===== src/clock_ctrl_pkg.sv =====
// constants for the block reset hold and block clock stop registers
package clock_ctrl_pkg;

  localparam int unsigned REG_W  = 16;
  localparam int unsigned ADDR_W = 8;

  // register offsets on the internal register port
  localparam logic [7:0] BLOCK_RESET_HOLD_OFS = 8'h00;
  localparam logic [7:0] BLOCK_CLOCK_STOP_OFS = 8'h01;

  // block_reset_hold field positions
  localparam int unsigned BIAS_CALIBRATION_HOLD_BIT    = 8;
  localparam int unsigned TIME_CONVERTER_HOLD_BIT      = 7;
  localparam int unsigned DIGITAL_LOOP_HOLD_BIT        = 6;
  localparam int unsigned ACTIVITY_WATCH_B_HOLD_BIT    = 5;
  localparam int unsigned ACTIVITY_WATCH_A_HOLD_BIT    = 4;
  localparam int unsigned SIGNAL_LOSS_WATCH_C_HOLD_BIT = 3;
  localparam int unsigned SIGNAL_LOSS_WATCH_B_HOLD_BIT = 2;
  localparam int unsigned SIGNAL_LOSS_WATCH_A_HOLD_BIT = 1;
  localparam int unsigned FUSE_MEMORY_HOLD_BIT         = 0;

  // block_clock_stop field positions
  localparam int unsigned MASTER_LOGIC_CLOCK_STOP_BIT  = 11;
  localparam int unsigned ACTIVITY_WATCH_B_STOP_BIT    = 5;
  localparam int unsigned ACTIVITY_WATCH_A_STOP_BIT    = 4;
  localparam int unsigned SIGNAL_LOSS_WATCH_C_STOP_BIT = 3;
  localparam int unsigned SIGNAL_LOSS_WATCH_B_STOP_BIT = 2;
  localparam int unsigned SIGNAL_LOSS_WATCH_A_STOP_BIT = 1;

  // bits that store a write; all others read as zero
  localparam logic [15:0] BLOCK_RESET_HOLD_WMASK = 16'h09FF;
  localparam logic [15:0] BLOCK_CLOCK_STOP_WMASK = 16'h097F;

  // values after reset
  localparam logic [15:0] BLOCK_RESET_HOLD_RST = 16'h0000;
  localparam logic [15:0] BLOCK_CLOCK_STOP_RST = 16'h0000;
  localparam logic [15:0] RDATA_RST            = 16'h0000;

endpackage


===== src/soft_reset_clock_gate_ctrl.sv =====
// block reset hold and block clock stop control registers
`timescale 1ns/10ps
// How it works
// (RULE1) bias calibration hold bit 8 keeps bias calibration logic in reset while set
// (RULE2) converter hold bit 7 keeps the time converter logic in reset while set
// (RULE3) digital loop hold bit 6 keeps the whole digital loop in reset
// (RULE4) bit 5 holds the inverted input activity watch in reset
// (RULE5) bit 4 holds the true input activity watch in reset
// (RULE6) bit 3 holds the crystal reference signal loss watch in reset
// (RULE7) bit 2 holds the inverted input signal loss watch in reset
// (RULE8) bit 1 holds the true input signal loss watch in reset
// (RULE9) bit 0 holds the fuse memory logic in reset
// (RULE10) any set clock stop bit stops the clock of its named block
// (RULE11) master stop bit 11 stops all clocks without own bit, bus clock included
// (RULE12) once master stop is set, no register access until power cycle
// (RULE13) stop bit 5 stops the inverted input activity watch clock
// (RULE14) stop bit 4 stops the true input activity watch clock
// (RULE15) stop bit 3 stops the crystal reference signal loss watch clock
// (RULE16) stop bit 2 stops the inverted input signal loss watch clock
// (RULE17) stop bit 1 stops the true input signal loss watch clock
// (RULE18) after reset all hold and stop bits are zero; read-only reserved read zero
// (RULE19) writable reserved bits store writes and steer nothing
module soft_reset_clock_gate_ctrl (
  // clock and reset
  input  wire logic                            clk,
  input  wire logic                            reset,
  // register port from the serial port decoder
  input  wire logic                            reg_write,
  input  wire logic                            reg_read,
  input  wire logic [clock_ctrl_pkg::ADDR_W-1:0] reg_addr,
  input  wire logic [clock_ctrl_pkg::REG_W-1:0]  reg_wdata,
  output logic      [clock_ctrl_pkg::REG_W-1:0]  reg_rdata,
  output logic                                 reg_rvalid,
  output logic                                 reg_error,
  output logic                                 bus_locked,
  // reset holds to the logic blocks
  output logic                                 bias_calibration_hold,
  output logic                                 time_converter_hold,
  output logic                                 digital_loop_hold,
  output logic                                 activity_watch_b_hold,
  output logic                                 activity_watch_a_hold,
  output logic                                 signal_loss_watch_c_hold,
  output logic                                 signal_loss_watch_b_hold,
  output logic                                 signal_loss_watch_a_hold,
  output logic                                 fuse_memory_hold,
  // clock stops to the gate cells
  output logic                                 master_logic_clock_stop,
  output logic                                 activity_watch_b_stop,
  output logic                                 activity_watch_a_stop,
  output logic                                 signal_loss_watch_c_stop,
  output logic                                 signal_loss_watch_b_stop,
  output logic                                 signal_loss_watch_a_stop
);
  import clock_ctrl_pkg::*;

  logic [REG_W-1:0] hold_q;
  logic [REG_W-1:0] hold_d;
  logic [REG_W-1:0] stop_q;
  logic [REG_W-1:0] stop_d;
  logic             lock_q;
  logic             lock_d;
  logic [REG_W-1:0] rdata_q;
  logic [REG_W-1:0] rdata_d;
  logic             rvalid_q;
  logic             rvalid_d;
  logic             error_q;
  logic             error_d;
  logic             hit_hold;
  logic             hit_stop;

  assign hit_hold = (reg_addr == BLOCK_RESET_HOLD_OFS);
  assign hit_stop = (reg_addr == BLOCK_CLOCK_STOP_OFS);

  // register state
  always_comb begin
    hold_d   = hold_q;
    stop_d   = stop_q;
    lock_d   = lock_q;
    rdata_d  = RDATA_RST;
    rvalid_d = 1'b0;
    error_d  = 1'b0;
    // the bus clock is gone once locked, so the port is dead until power-up reset
    if (!lock_q) begin // see (RULE12)
      if (reg_write) begin
        if (hit_hold) begin
          hold_d = reg_wdata & BLOCK_RESET_HOLD_WMASK; // see (RULE18) (RULE19)
        end else if (hit_stop) begin
          stop_d = reg_wdata & BLOCK_CLOCK_STOP_WMASK; // see (RULE18) (RULE19)
          lock_d = reg_wdata[MASTER_LOGIC_CLOCK_STOP_BIT]; // see (RULE11) (RULE12)
        end else begin
          error_d = 1'b1;
        end
      end else if (reg_read) begin
        rvalid_d = 1'b1;
        if (hit_hold) begin
          rdata_d = hold_q;
        end else if (hit_stop) begin
          rdata_d = stop_q;
        end else begin
          error_d = 1'b1;
        end
      end
    end
  end

  always_ff @(posedge clk) begin
    if (reset) begin
      hold_q   <= BLOCK_RESET_HOLD_RST; // see (RULE18)
      stop_q   <= BLOCK_CLOCK_STOP_RST; // see (RULE18)
      lock_q   <= 1'b0;
      rdata_q  <= RDATA_RST;
      rvalid_q <= 1'b0;
      error_q  <= 1'b0;
    end else begin
      hold_q   <= hold_d;
      stop_q   <= stop_d;
      lock_q   <= lock_d;
      rdata_q  <= rdata_d;
      rvalid_q <= rvalid_d;
      error_q  <= error_d;
    end
  end

  assign reg_rdata  = rdata_q;
  assign reg_rvalid = rvalid_q;
  assign reg_error  = error_q;
  assign bus_locked = lock_q; // see (RULE12)

  // reset holds straight from stored bits; bit 11 is spare storage only
  assign bias_calibration_hold    = hold_q[BIAS_CALIBRATION_HOLD_BIT];    // see (RULE1)
  assign time_converter_hold      = hold_q[TIME_CONVERTER_HOLD_BIT];      // see (RULE2)
  assign digital_loop_hold        = hold_q[DIGITAL_LOOP_HOLD_BIT];        // see (RULE3)
  assign activity_watch_b_hold    = hold_q[ACTIVITY_WATCH_B_HOLD_BIT];    // see (RULE4)
  assign activity_watch_a_hold    = hold_q[ACTIVITY_WATCH_A_HOLD_BIT];    // see (RULE5)
  assign signal_loss_watch_c_hold = hold_q[SIGNAL_LOSS_WATCH_C_HOLD_BIT]; // see (RULE6)
  assign signal_loss_watch_b_hold = hold_q[SIGNAL_LOSS_WATCH_B_HOLD_BIT]; // see (RULE7)
  assign signal_loss_watch_a_hold = hold_q[SIGNAL_LOSS_WATCH_A_HOLD_BIT]; // see (RULE8)
  assign fuse_memory_hold         = hold_q[FUSE_MEMORY_HOLD_BIT];         // see (RULE9)

  // clock stops; spare stored bits 8, 6 and 0 drive nothing
  assign master_logic_clock_stop  = stop_q[MASTER_LOGIC_CLOCK_STOP_BIT];  // see (RULE10) (RULE11)
  assign activity_watch_b_stop    = stop_q[ACTIVITY_WATCH_B_STOP_BIT];    // see (RULE13)
  assign activity_watch_a_stop    = stop_q[ACTIVITY_WATCH_A_STOP_BIT];    // see (RULE14)
  assign signal_loss_watch_c_stop = stop_q[SIGNAL_LOSS_WATCH_C_STOP_BIT]; // see (RULE15)
  assign signal_loss_watch_b_stop = stop_q[SIGNAL_LOSS_WATCH_B_STOP_BIT]; // see (RULE16)
  assign signal_loss_watch_a_stop = stop_q[SIGNAL_LOSS_WATCH_A_STOP_BIT]; // see (RULE17)

endmodule // soft_reset_clock_gate_ctrl


===== config.mk =====
export PLATFORM = sky130hd
export DESIGN_NAME = soft_reset_clock_gate_ctrl
export DESIGN_NICKNAME = d
export VERILOG_FILES = /design/src/clock_ctrl_pkg.sv /design/src/soft_reset_clock_gate_ctrl.sv
export SDC_FILE = /design/constraint.sdc
export NUM_CORES = 1
export LEC_CHECK = 0
export BUFFER_PORTS_ARGS = -buffer_cell sky130_fd_sc_hd__buf_2
export CAP_MARGIN = 20
export CORE_MARGIN = 4
export CORE_UTILIZATION = 40
export DETAILED_ROUTE_END_ITERATION = 7
export PLACE_DENSITY = 0.78
export RECOVER_POWER = 25
export SLEW_MARGIN = 20
export SYNTH_ARGS = -nofsm -noshare
export SYNTH_HDL_FRONTEND = slang
export SYNTH_SLANG_ARGS = --single-unit

===== constraint.sdc =====
create_clock -name clk -period 2.6 [get_ports clk]
set_input_delay 0 -clock clk [delete_from_list [all_inputs] [get_ports clk]]
set_output_delay 0 -clock clk [all_outputs]
set_load 0.03 [all_outputs]

After elaboration in Yosys (flattened, before gate mapping)
Cells that the tools add are included.

word-level totals
  flip-flop bits (word level) = 38
  bits of input ports = 28
  logic and storage cells = 29

cells by class
  equality and inequality tests = 1
  multiplexer cells = 11
  bitwise operators = 3
  reductions and logical operators = 7

operators with widths
  kind                  number
  $mux W12              2
  $mux W1               9
  $eq A8 B1 Y1 const B  1
  $logic_not A8 Y1      1
  $reduce_or A5 Y1      1
  $reduce_and A4 Y1     1
  $reduce_or A4 Y1      1
  $not A1 Y1            3
  $reduce_and A3 Y1     1
  $reduce_or A3 Y1      1
  $reduce_or A2 Y1      1

Depth between registers and ports, before layout
Gate-level depths: netlist of the first run.

  depth in word-level cells = 5
  gate-level depth with buffers = 5
  mapped depth without buffers = 3

Worst setup path before layout of the first run
No wires, ideal clock.

  path type = register to register
  start = register lock_q (netlist: bus_locked)
  end = register hold_q[6]
  arrival time = 1.184 ns
  slack = 1.284 ns
  path buffers = 1
  stages on the path, launching flop included = 5
  cell sequence = dfxtp_1 or2_2 clkbuf_2 o31ai_1 a21oi_1

between the ends
  word-level cells in the longest chain between the ends = 2

ends and longest elaborated chain
  item                         line                               RTL
  start: declaration           soft_reset_clock_gate_ctrl.sv:60   logic lock_q;
  start signal: assignment     soft_reset_clock_gate_ctrl.sv:117  lock_q <= lock_d;
  $not A1 Y1 (no line)         n/a
  $reduce_and A3 Y1 (no line)  n/a
  end signal: assignment       soft_reset_clock_gate_ctrl.sv:115  hold_q <= hold_d;
  end: declaration             soft_reset_clock_gate_ctrl.sv:56   logic [REG_W-1:0] hold_q;

No other way between the ends.
A chain may end at the register's enable or synchronous reset.

Worst setup path after layout of the first run
  start = input port reg_write
  end = register stop_q[1]

between the ends
  word-level cells in the longest chain between the ends = 1

ends and longest elaborated chain
  item                         line                               RTL
  start: declaration           soft_reset_clock_gate_ctrl.sv:28   input wire logic reg_write,
  $reduce_and A4 Y1 (no line)  n/a
  end signal: assignment       soft_reset_clock_gate_ctrl.sv:116  stop_q <= stop_d;
  end: declaration             soft_reset_clock_gate_ctrl.sv:58   logic [REG_W-1:0] stop_q;

No other way between the ends.

==> results.cfg, run 1 <==
[run_status]
status = finished, final reports clean

[cells_and_area]
drive_above_1_share = 0.2438
fillers = 340
nets = 228
antenna_cells = 0
layout.cells.most_common = buf_2
area_growth_pct = 27.32
final_cell_mix = buf_2 (34), dfxtp_1 (32), o31ai_1 (19), nand4_1 (19), a21oi_1 (19)

[synth]
yosysTopAreaCell = dfxtp_1
netlist_instances = 145
yosysWarnings = 0
yosysUniqueCellTypes = 26
syn_area_um2 = 1388
async_reset_ff_frac = 0
synth_edf_count = 0
synth_area_leaders = dfxtp_1 (46%), o31ai_1 (10%), nand4_1 (8.6%)
ys_seq_area_frac = 0.4617
synth_top_area_share = 0.4617
syn_area_per_cell_um2 = 9.570
synth-seq-cells = 32
synth_ff_type = dfxtp_1

[place]
dp_hpwl_mm = 2.364
gp_congestion = 0.7478
io_buffer_count = 49
pre_cts_slack_ns = 1.028

[sta]
worst_slack_ns = 0.8524
grt_setup_unrepaired = no
finalCritPeriodShare = 0.6722
max_slew_margin = 0.5229
setup_viol = 0
fmax_mhz = 572.2
totalNegativeSetupSlack_ns = 0
worst_pin_slew_ns = 0.7156
finalHoldViolCount = 0
skew_ns = 0.01197
fin_crit_ns = 1.748
slew_viol_final = 0

[grt]
grt_pass1_vias = 1272
grt_pass1_wl_mm = 5.947
grt_max_degree = 23
antenna_found_initial = 0
grt_overflow = 0
grtUsageTotal = 0.1786

[power]
leakagePower_uw = 0.0006678
max-vdd-ir-drop_v = 0.0002257
p_per_area_nw_per_um2 = 495.8

[clock_network]
cts_tree = done
worstSkewPairLatency_ns = 0.34
cts.sinks = 32
root_buffer = clkbuf_4
clkTransAtPathRegs_ns = 0.10
htree_levels = 2
clockBufferDepth = 2
cts_buffers = 5
cts_setup_buffers = 0

[route]
num_vias = 1364
drc = 0
vias_per_cell = 5.522
wl_mm = 3.807
detail-route-antenna-nets = 0
dr.pass1.iters = 4
drt_first_iter_violations = 155
wl_per_cell_um = 15.41

[floorplan]
core_um2 = 3337
ios = 62
die_h_um = 66.90
die_x_um = 66.90
die-area_um2 = 4475
num_rows = 21
initial_core_util = 0.4158

[setup_path]
cp_num_buf_inv = 2
critPathKind = in -> reg
worstPathRequired_ns = 2.82
crit_family = simple AND/OR/NAND/NOR gates
cp_slowest_cell = or4b_1
cp-start-kind = input port
critPathMaxFanout = 19
cpPeakStageDelay_ns = 0.79
path_cells = dlygate4sd3_1 -> buf_2 -> or4b_1 -> o31ai_1 -> a21oi_1
setup.worst_path.end_class = flop
arrival_ns = 1.97

[job]
maxCapViolCount = 0

[min_path]
hold_class = in -> reg
==> flip-flops by register name, indices dropped and copies added, names as in the netlist <==
| name | flops |
|---|---|
| bus_locked | 1 |
| hold_q | 10 |
| reg_error | 1 |
| reg_rdata | 10 |
| reg_rvalid | 1 |
| stop_q | 9 |
==> metal layers <==
layer,GRT usage,vias up,part of all wire
li1,-,652,-
met1,0.2008,640,0.39
met2,0.3020,60,0.50
met3,0.05396,12,0.076
met4,0.09114,0,0.027
met5,0,-,0
==> synth_stat cells (2+ instances only) <==
master    count
buf_4         6
mux2i_1       9
dfxtp_1      32
clkbuf_1      8
buf_1         2
o31ai_1      19
buf_6         2
nand4_1      19
a21oi_1      19
nor2_1       12
buf_8         2
==> what timing repair did <==
| item | in CTS | in global routing |
|---|---|---|
| resized for setup | 0 | 0 |
| hold buffers | 13 | 0 |
| hold endpoints to repair | 22 | 0 |
| endpoints found under the setup margin | 0 | 0 |
==> cell type report <==
cell class / count / area, µm² / share of cell area
flip-flops and latches: 32 / 640.6 / 0.3626
multi-input cells: 97 / 640.6 / 0.3626
repair buffers: 64 / 371.6 / 0.2103
well taps: 46 / 57.56 / 0.03258
clock buffers: 5 / 37.54 / 0.02125
clock inverters: 3 / 18.77 / 0.01062
==> worst paths after layout <==
kind | startpoint | end | slack [ns] | cells past startpoint
worst min-delay path | reset | bus_locked$_SDFF_PP0_ | 0.07 | 2
worst min register to register | stop_q[8]$_SDFFE_PP0P_ | stop_q[8]$_SDFFE_PP0P_ | 0.48 | 2
worst max-delay path | reg_write | stop_q[1]$_SDFFE_PP0P_ | 0.85 | 5
worst max register to register | bus_locked$_SDFF_PP0_ | reg_rdata[7]$_SDFF_PP0_ | 1.19 | 3
==> report_power, final <==
part / internal [µW] / switching [µW] / leakage, µW
registers: 492 / 0.733 / 0.000258
logic: 34.3 / 62.3 / 0.000375
clock network: 104 / 183 / 0.0000349
==> kinds of logic (layout without fill, tap and decap cells) <==
family | Yosys count | in the layout | synth area share
AOI/OAI and AO/OA | 40 | 40 | 0.1840
buffers and inverters | 21 | 72 | 0.1010
DFF | 32 | 32 | 0.4617
muxes | 9 | 9 | 0.06493
other | 1 | 6 | 0.002703
and+or+nand+nor | 42 | 42 | 0.1857
==> metrics by stage <==
step | power [µW] | cells | hold WS, ns | util | cell area, µm²
2_1_floorplan | 562.1 | 150 | 0.07889 | - | 1406
3_3_place_gp | 583.2 | 226 | 0.2216 | 0.4792 | 1599
3_5_place_dp | 584.1 | 226 | 0.2331 | 0.4792 | 1599
4_1_cts | 877.5 | 247 | 0.06064 | 0.5351 | 1785
5_1_grt | 904.3 | 247 | 0.06986 | 0.5294 | 1767
6_report | 875.9 | 247 | 0.06722 | 0.5294 | 1767
Power figures use the tool's default switching activity.
==> run 2: changes to the inputs <==
--- a/config.mk
+++ b/config.mk
@@ -5,12 +5,13 @@
 export SDC_FILE = /design/constraint.sdc
 export NUM_CORES = 1
 export LEC_CHECK = 0
+export ABC_AREA = 1
 export BUFFER_PORTS_ARGS = -buffer_cell sky130_fd_sc_hd__buf_2
 export CAP_MARGIN = 20
 export CORE_MARGIN = 4
 export CORE_UTILIZATION = 40
 export DETAILED_ROUTE_END_ITERATION = 7
-export PLACE_DENSITY = 0.78
+export PLACE_DENSITY = 0.81
 export RECOVER_POWER = 25
 export SLEW_MARGIN = 20
 export SYNTH_ARGS = -nofsm -noshare
==> constraint.sdc (replaced) <==
create_clock -name clk -period 1.55 [get_ports clk]
set_input_delay 0 -clock clk [delete_from_list [all_inputs] [get_ports clk]]
set_output_delay 0 -clock clk [all_outputs]
set_load 0.03 [all_outputs]
==> run 2 against run 1 <==
  * Via count is 3.5% lower
  * Sequential share of layout area is 0.23 points lower
  * Utilization is 3.4 points higher
  * Power is 68% higher
  * Combinational power is 56% higher
  * Clock power is 74% higher
  * Highest routed layer unchanged
==> results.cfg, run 2 <==
[run_status]
status = finished, final reports clean

[sta]
max_slew_margin = 0.6534
worst_pin_slew_ns = 0.5185
finalCritPeriodShare = 0.8709
skew_ns = 0.005104
fmax_mhz = 740.8
hold_slack_ns = 0.1623
setup_viol = 0
grt_setup_unrepaired = no
totalNegativeSetupSlack_ns = 0
fin_crit_ns = 1.350
worst_slack_ns = 0.2001
slew_viol_final = 0
finalHoldViolCount = 0

[setup_path]
cpPeakStageDelay_ns = 0.57
arrival_ns = 1.62
crit_family = buffers and inverters
rrSetupSlack_ns = 0.20
path_cells = nor2_1 -> o21ai_0 -> dlygate4sd3_1 -> nor3_1
critPathMaxFanout = 3
cp_slowest_cell = dlygate4sd3_1
critPathKind = reg -> reg
worstPathRequired_ns = 1.82
setup.worst_path.end_class = flop
cp_num_buf_inv = 1
cp-start-kind = flop

[power]
max-vdd-ir-drop_v = 0.0004913
p_clk_frac = 0.338
seqPwrFrac = 0.560
p_sw_uw = 367.0
finalPower_uw = 1475
internal-power_uw = 1108
comb_power_share = 0.102
switching_share = 0.2488
p_per_area_nw_per_um2 = 829.7
leakagePower_uw = 0.0007646

[clock_network]
cts.sinks = 32
cts_setup_buffers = 0
root_buffer = clkbuf_4
htree_levels = 2
hold_buffers = 14
clkTransAtPathRegs_ns = 0.09
cts_buffers = 5
clockBufferDepth = 2
cts_resized = 0
worstSkewPairLatency_ns = 0.34
cts_tree = done

[cells_and_area]
utilization = 0.5639
drive_above_1_share = 0.2259
final_cell_mix = nand2_1 (37), buf_2 (34), dfxtp_1 (32), nor2_1 (22), a21oi_1 (20)
nets = 266
area_growth_pct = 30.13
layout.cells.most_common = nand2_1
antenna_cells = 0

[synth]
netlist_instances = 174
yosysTopAreaCell = dfxtp_1
synth_top_area_share = 0.4689
synth_ff_type = dfxtp_1
ys_seq_area_frac = 0.4689
synth_area_leaders = dfxtp_1 (47%), nand2_1 (10%), a21oi_1 (7.3%)
yosysWarnings = 0
synth-seq-cells = 32
syn_area_um2 = 1366
yosysMostFrequentCell = nand2_1
syn_area_per_cell_um2 = 7.852
yosysUniqueCellTypes = 22
async_reset_ff_frac = 0
synth_common_cells = nand2_1 (37), dfxtp_1 (32), nor2_1 (22), a21oi_1 (20), nand3_1 (17)
synth_edf_count = 0

[grt]
grt.met1_usage = 0.1727
grtUsageTotal = 0.1641
grt_util_met2 = 0.2751
grt_max_degree = 23
grt.busiest_layer = met2
grt_util_met3 = 0.06122
grt_pass1_wl_mm = 5.361
grt_overflow = 0
antenna_found_initial = 0
grt_pass1_vias = 1236

[min_path]
hold_class = in -> reg

[place]
gp_congestion = 0.7678
dp_hpwl_mm = 2.131
io_buffer_count = 49
pre_cts_slack_ns = 0.3011

[route]
detail-route-antenna-nets = 0
dr.pass1.iters = 4
vias_per_cell = 4.650
wl_mm = 3.317
num_vias = 1316
drt_first_iter_violations = 70
wl_per_cell_um = 11.72
drc = 0

[floorplan]
initial_core_util = 0.4333
core_um2 = 3153
ios = 62
die_h_um = 66.45
die_x_um = 66.45
die-area_um2 = 4415
num_rows = 20

[job]
maxCapViolCount = 0
-- run 2: path summary, 6_finish.rpt --
path | depth (start not counted) | start | end
min | 5 | reg_addr[2] | reg_rdata[3]$_SDFF_PP0_
min reg2reg | 2 | hold_q[11]$_SDFFE_PP0P_ | hold_q[11]$_SDFFE_PP0P_
max | 4 | bus_locked$_SDFF_PP0_ | reg_error$_SDFF_PP0_
max reg2reg | 4 | bus_locked$_SDFF_PP0_ | reg_error$_SDFF_PP0_
-- run 2: layout make-up --
cell class                 instances  area (µm²)
fill                             324        1375
sequential                        32       640.6
multi-input combinational        124       608.1
timing repair buffer              64       374.1
clock buffer                       8       58.81
tap                               44       55.05
inverter                          11       41.29
-- run 2: stage by stage --
stage / instance area, µm² / std cells
floorplan: 1385 / 179
global placement: 1598 / 261
detailed placement: 1598 / 261
CTS: 1797 / 283
global route: 1778 / 283
finish: 1778 / 283
-- run 2: tightest hold or removal path, cell delays in order --
cell and delay [ns]:
buf_2 0.10, nor2_4 0.04, nand2_4 0.12, nand3_1 0.09, a21oi_1 0.11
-- run 2: cell families (layout without fill, tap and decap cells) --
logic type	count (synthesis)	after routing	share of synthesized area
flops	32	32	0.4689
buf+inv	23	83	0.09981
compound gates	21	21	0.07692
other cells	1	6	0.002745
simple gates	97	97	0.3516
-- run 2: routing by layer --
layer  vias up  wire (µm)
met5         -          0
met4         0         68
met3         6        313
met2        67       1590
met1       570       1345
li1        673          -
-- run 2: power by group through the flow --
stage	Sequential, µW	Combinational, µW	Clock (µW)
floorplan	853	78.8	0
global placement	845	123	0
detailed placement	845	124	0
CTS	826	151	516
global route	827	164	550
finish	826	151	498
==> run 3: changes to the inputs <==
--- a/config.mk
+++ b/config.mk
@@ -8,11 +8,14 @@
 export ABC_AREA = 1
 export BUFFER_PORTS_ARGS = -buffer_cell sky130_fd_sc_hd__buf_2
 export CAP_MARGIN = 20
+export CELL_PAD_IN_SITES_DETAIL_PLACEMENT = 0
+export CELL_PAD_IN_SITES_GLOBAL_PLACEMENT = 1
 export CORE_MARGIN = 4
-export CORE_UTILIZATION = 40
+export CORE_UTILIZATION = 29
 export DETAILED_ROUTE_END_ITERATION = 7
-export PLACE_DENSITY = 0.81
+export PLACE_DENSITY = 0.83
 export RECOVER_POWER = 25
+export SETUP_SLACK_MARGIN = 0.1
 export SLEW_MARGIN = 20
 export SYNTH_ARGS = -nofsm -noshare
 export SYNTH_HDL_FRONTEND = slang
==> constraint.sdc (replaced) <==
create_clock -name clk -period 1.55 [get_ports clk]
set_input_delay 0.0775 -clock clk [delete_from_list [all_inputs] [get_ports clk]]
set_output_delay 0.0775 -clock clk [all_outputs]
set_load 0.03 [all_outputs]
==> run 3 against run 2 <==
  * Final cell count fell by 1.4%
  * Non-clock buffer count fell by 11
  * Global-route usage fell by 3.8 points
  * Clock-buffer cell count fell by 1
  * Flip-flop and latch count did not move
  * First-iteration DRC count rose by 43%
  * Largest cell class unchanged
==> results.cfg, run 3 (same netlist as run 2, synthesis figures left out) <==
[sta]
fmax_mhz = 812.5
finalHoldViolCount = 0
grt_setup_unrepaired = no
skew_ns = 0.002260
fin_crit_ns = 1.231
worst_slack_ns = 0.3192
totalNegativeSetupSlack_ns = 0
slew_viol_final = 0
setup_viol = 0
finalCritPeriodShare = 0.7941
hold_slack_ns = 0.07169

[clock_network]
root_buffer = clkbuf_8
cts_tree = done
worstSkewPairLatency_ns = 0.28
hold_buffers = 0
cts.sinks = 32
cts_setup_buffers = 0
clkTransAtPathRegs_ns = 0.06
htree_levels = 2
cts_buffers = 5
clockBufferDepth = 2
cts_resized = 0

[floorplan]
num_rows = 24
die-area_um2 = 5874
die_x_um = 76.64
initial_core_util = 0.3074
core_um2 = 4444
die_h_um = 76.64
ios = 62

[cells_and_area]
drive_above_1_share = 0.2687
antenna_cells = 0
final_cell_mix = nand2_1 (37), buf_2 (37), dfxtp_1 (32), nor2_1 (22), a21oi_1 (20)
nets = 255
area_growth_pct = 25.09
utilization = 0.3846

[grt]
grt_util_met2 = 0.2012
grt.busiest_layer = met2
grt_max_degree = 21
grt_util_met3 = 0.05083
grt.met1_usage = 0.1525
grt_pass1_wl_mm = 5.816
antenna_found_initial = 0
grtUsageTotal = 0.1259
grt_overflow = 0
grt_pass1_vias = 1171

[job]
maxCapViolCount = 0

[place]
pre_cts_slack_ns = 0.3530
gp_congestion = 0.7059
io_buffer_count = 49
dp_hpwl_mm = 2.499

[setup_path]
cp-start-kind = flop
critPathMaxFanout = 9
worstPathRequired_ns = 1.77
setup.worst_path.end_class = flop
arrival_ns = 1.45
critPathKind = reg -> reg

[power]
leakagePower_uw = 0.0007551
p_per_area_nw_per_um2 = 962.2
finalPower_uw = 1645
max-vdd-ir-drop_v = 0.0003306

[route]
wl_mm = 3.471
num_vias = 1254
vias_per_cell = 4.495
wl_per_cell_um = 12.44
drc = 0
dr.pass1.iters = 4
drt_first_iter_violations = 100
detail-route-antenna-nets = 0

[run_status]
status = finished, final reports clean

[min_path]
hold_class = in -> reg
-- run 3: changes by cell type in the layout (fill, tap and decap cells not counted) --
cell	delta
clkbuf_1	-5
clkbuf_4	-5
dlygate4sd3_1	-14
clkbuf_8	+6
buf_2	+3
buf_4	+2
clkbuf_2	+1
-- run 3: routing by layer --
| layer | routed length, µm | up-vias |
|---|---|---|
| met5 | 0 | - |
| met4 | 42 | 0 |
| met3 | 238 | 4 |
| met2 | 1670 | 34 |
| met1 | 1520 | 565 |
| li1 | - | 651 |
-- run 3: cell type report --
| cell class | count | area (µm²) |
|---|---|---|
| multi-input combinational | 124 | 608.1 |
| fill | 509 | 2735 |
| timing repair buffer | 53 | 257.7 |
| sequential | 32 | 640.6 |
| tap | 52 | 65.06 |
| clock buffer | 7 | 96.34 |
| inverter | 11 | 41.29 |
-- run 3: critical path, stage by stage (launching register included) --
cell and delay (ns):
dfxtp_1 0.32, inv_1 0.07, nand2_1 0.06, inv_2 0.15
nand2_2 0.11, inv_2 0.18, nand2_2 0.08, nand2_1 0.08
nand2_1 0.05, nor2_1 0.08
-- run 3: report_power, final --
group / internal, µW / switching (µW)
sequential: 826 / 1.21
clock: 395 / 296
combinational: 39.2 / 86.9
total: 1260 / 384
-- run 3: final timing paths --
kind,from,end,slack (ns),cells after the start
min reg2reg,stop_q[6]$_SDFFE_PP0P_,reg_rdata[6]$_SDFF_PP0_,0.46,2
max,bus_locked$_SDFF_PP0_,stop_q[11]$_SDFFE_PP0P_,0.32,9
max reg2reg,bus_locked$_SDFF_PP0_,stop_q[11]$_SDFFE_PP0P_,0.32,9
min,reg_wdata[4],hold_q[4]$_SDFFE_PP0P_,0.07,3
-- run 3: through the flow --
stage | std cells | instance area, µm²
floorplan | 179 | 1385
global placement | 272 | 1630
detailed placement | 272 | 1630
CTS | 279 | 1727
global route | 279 | 1709
finish | 279 | 1709
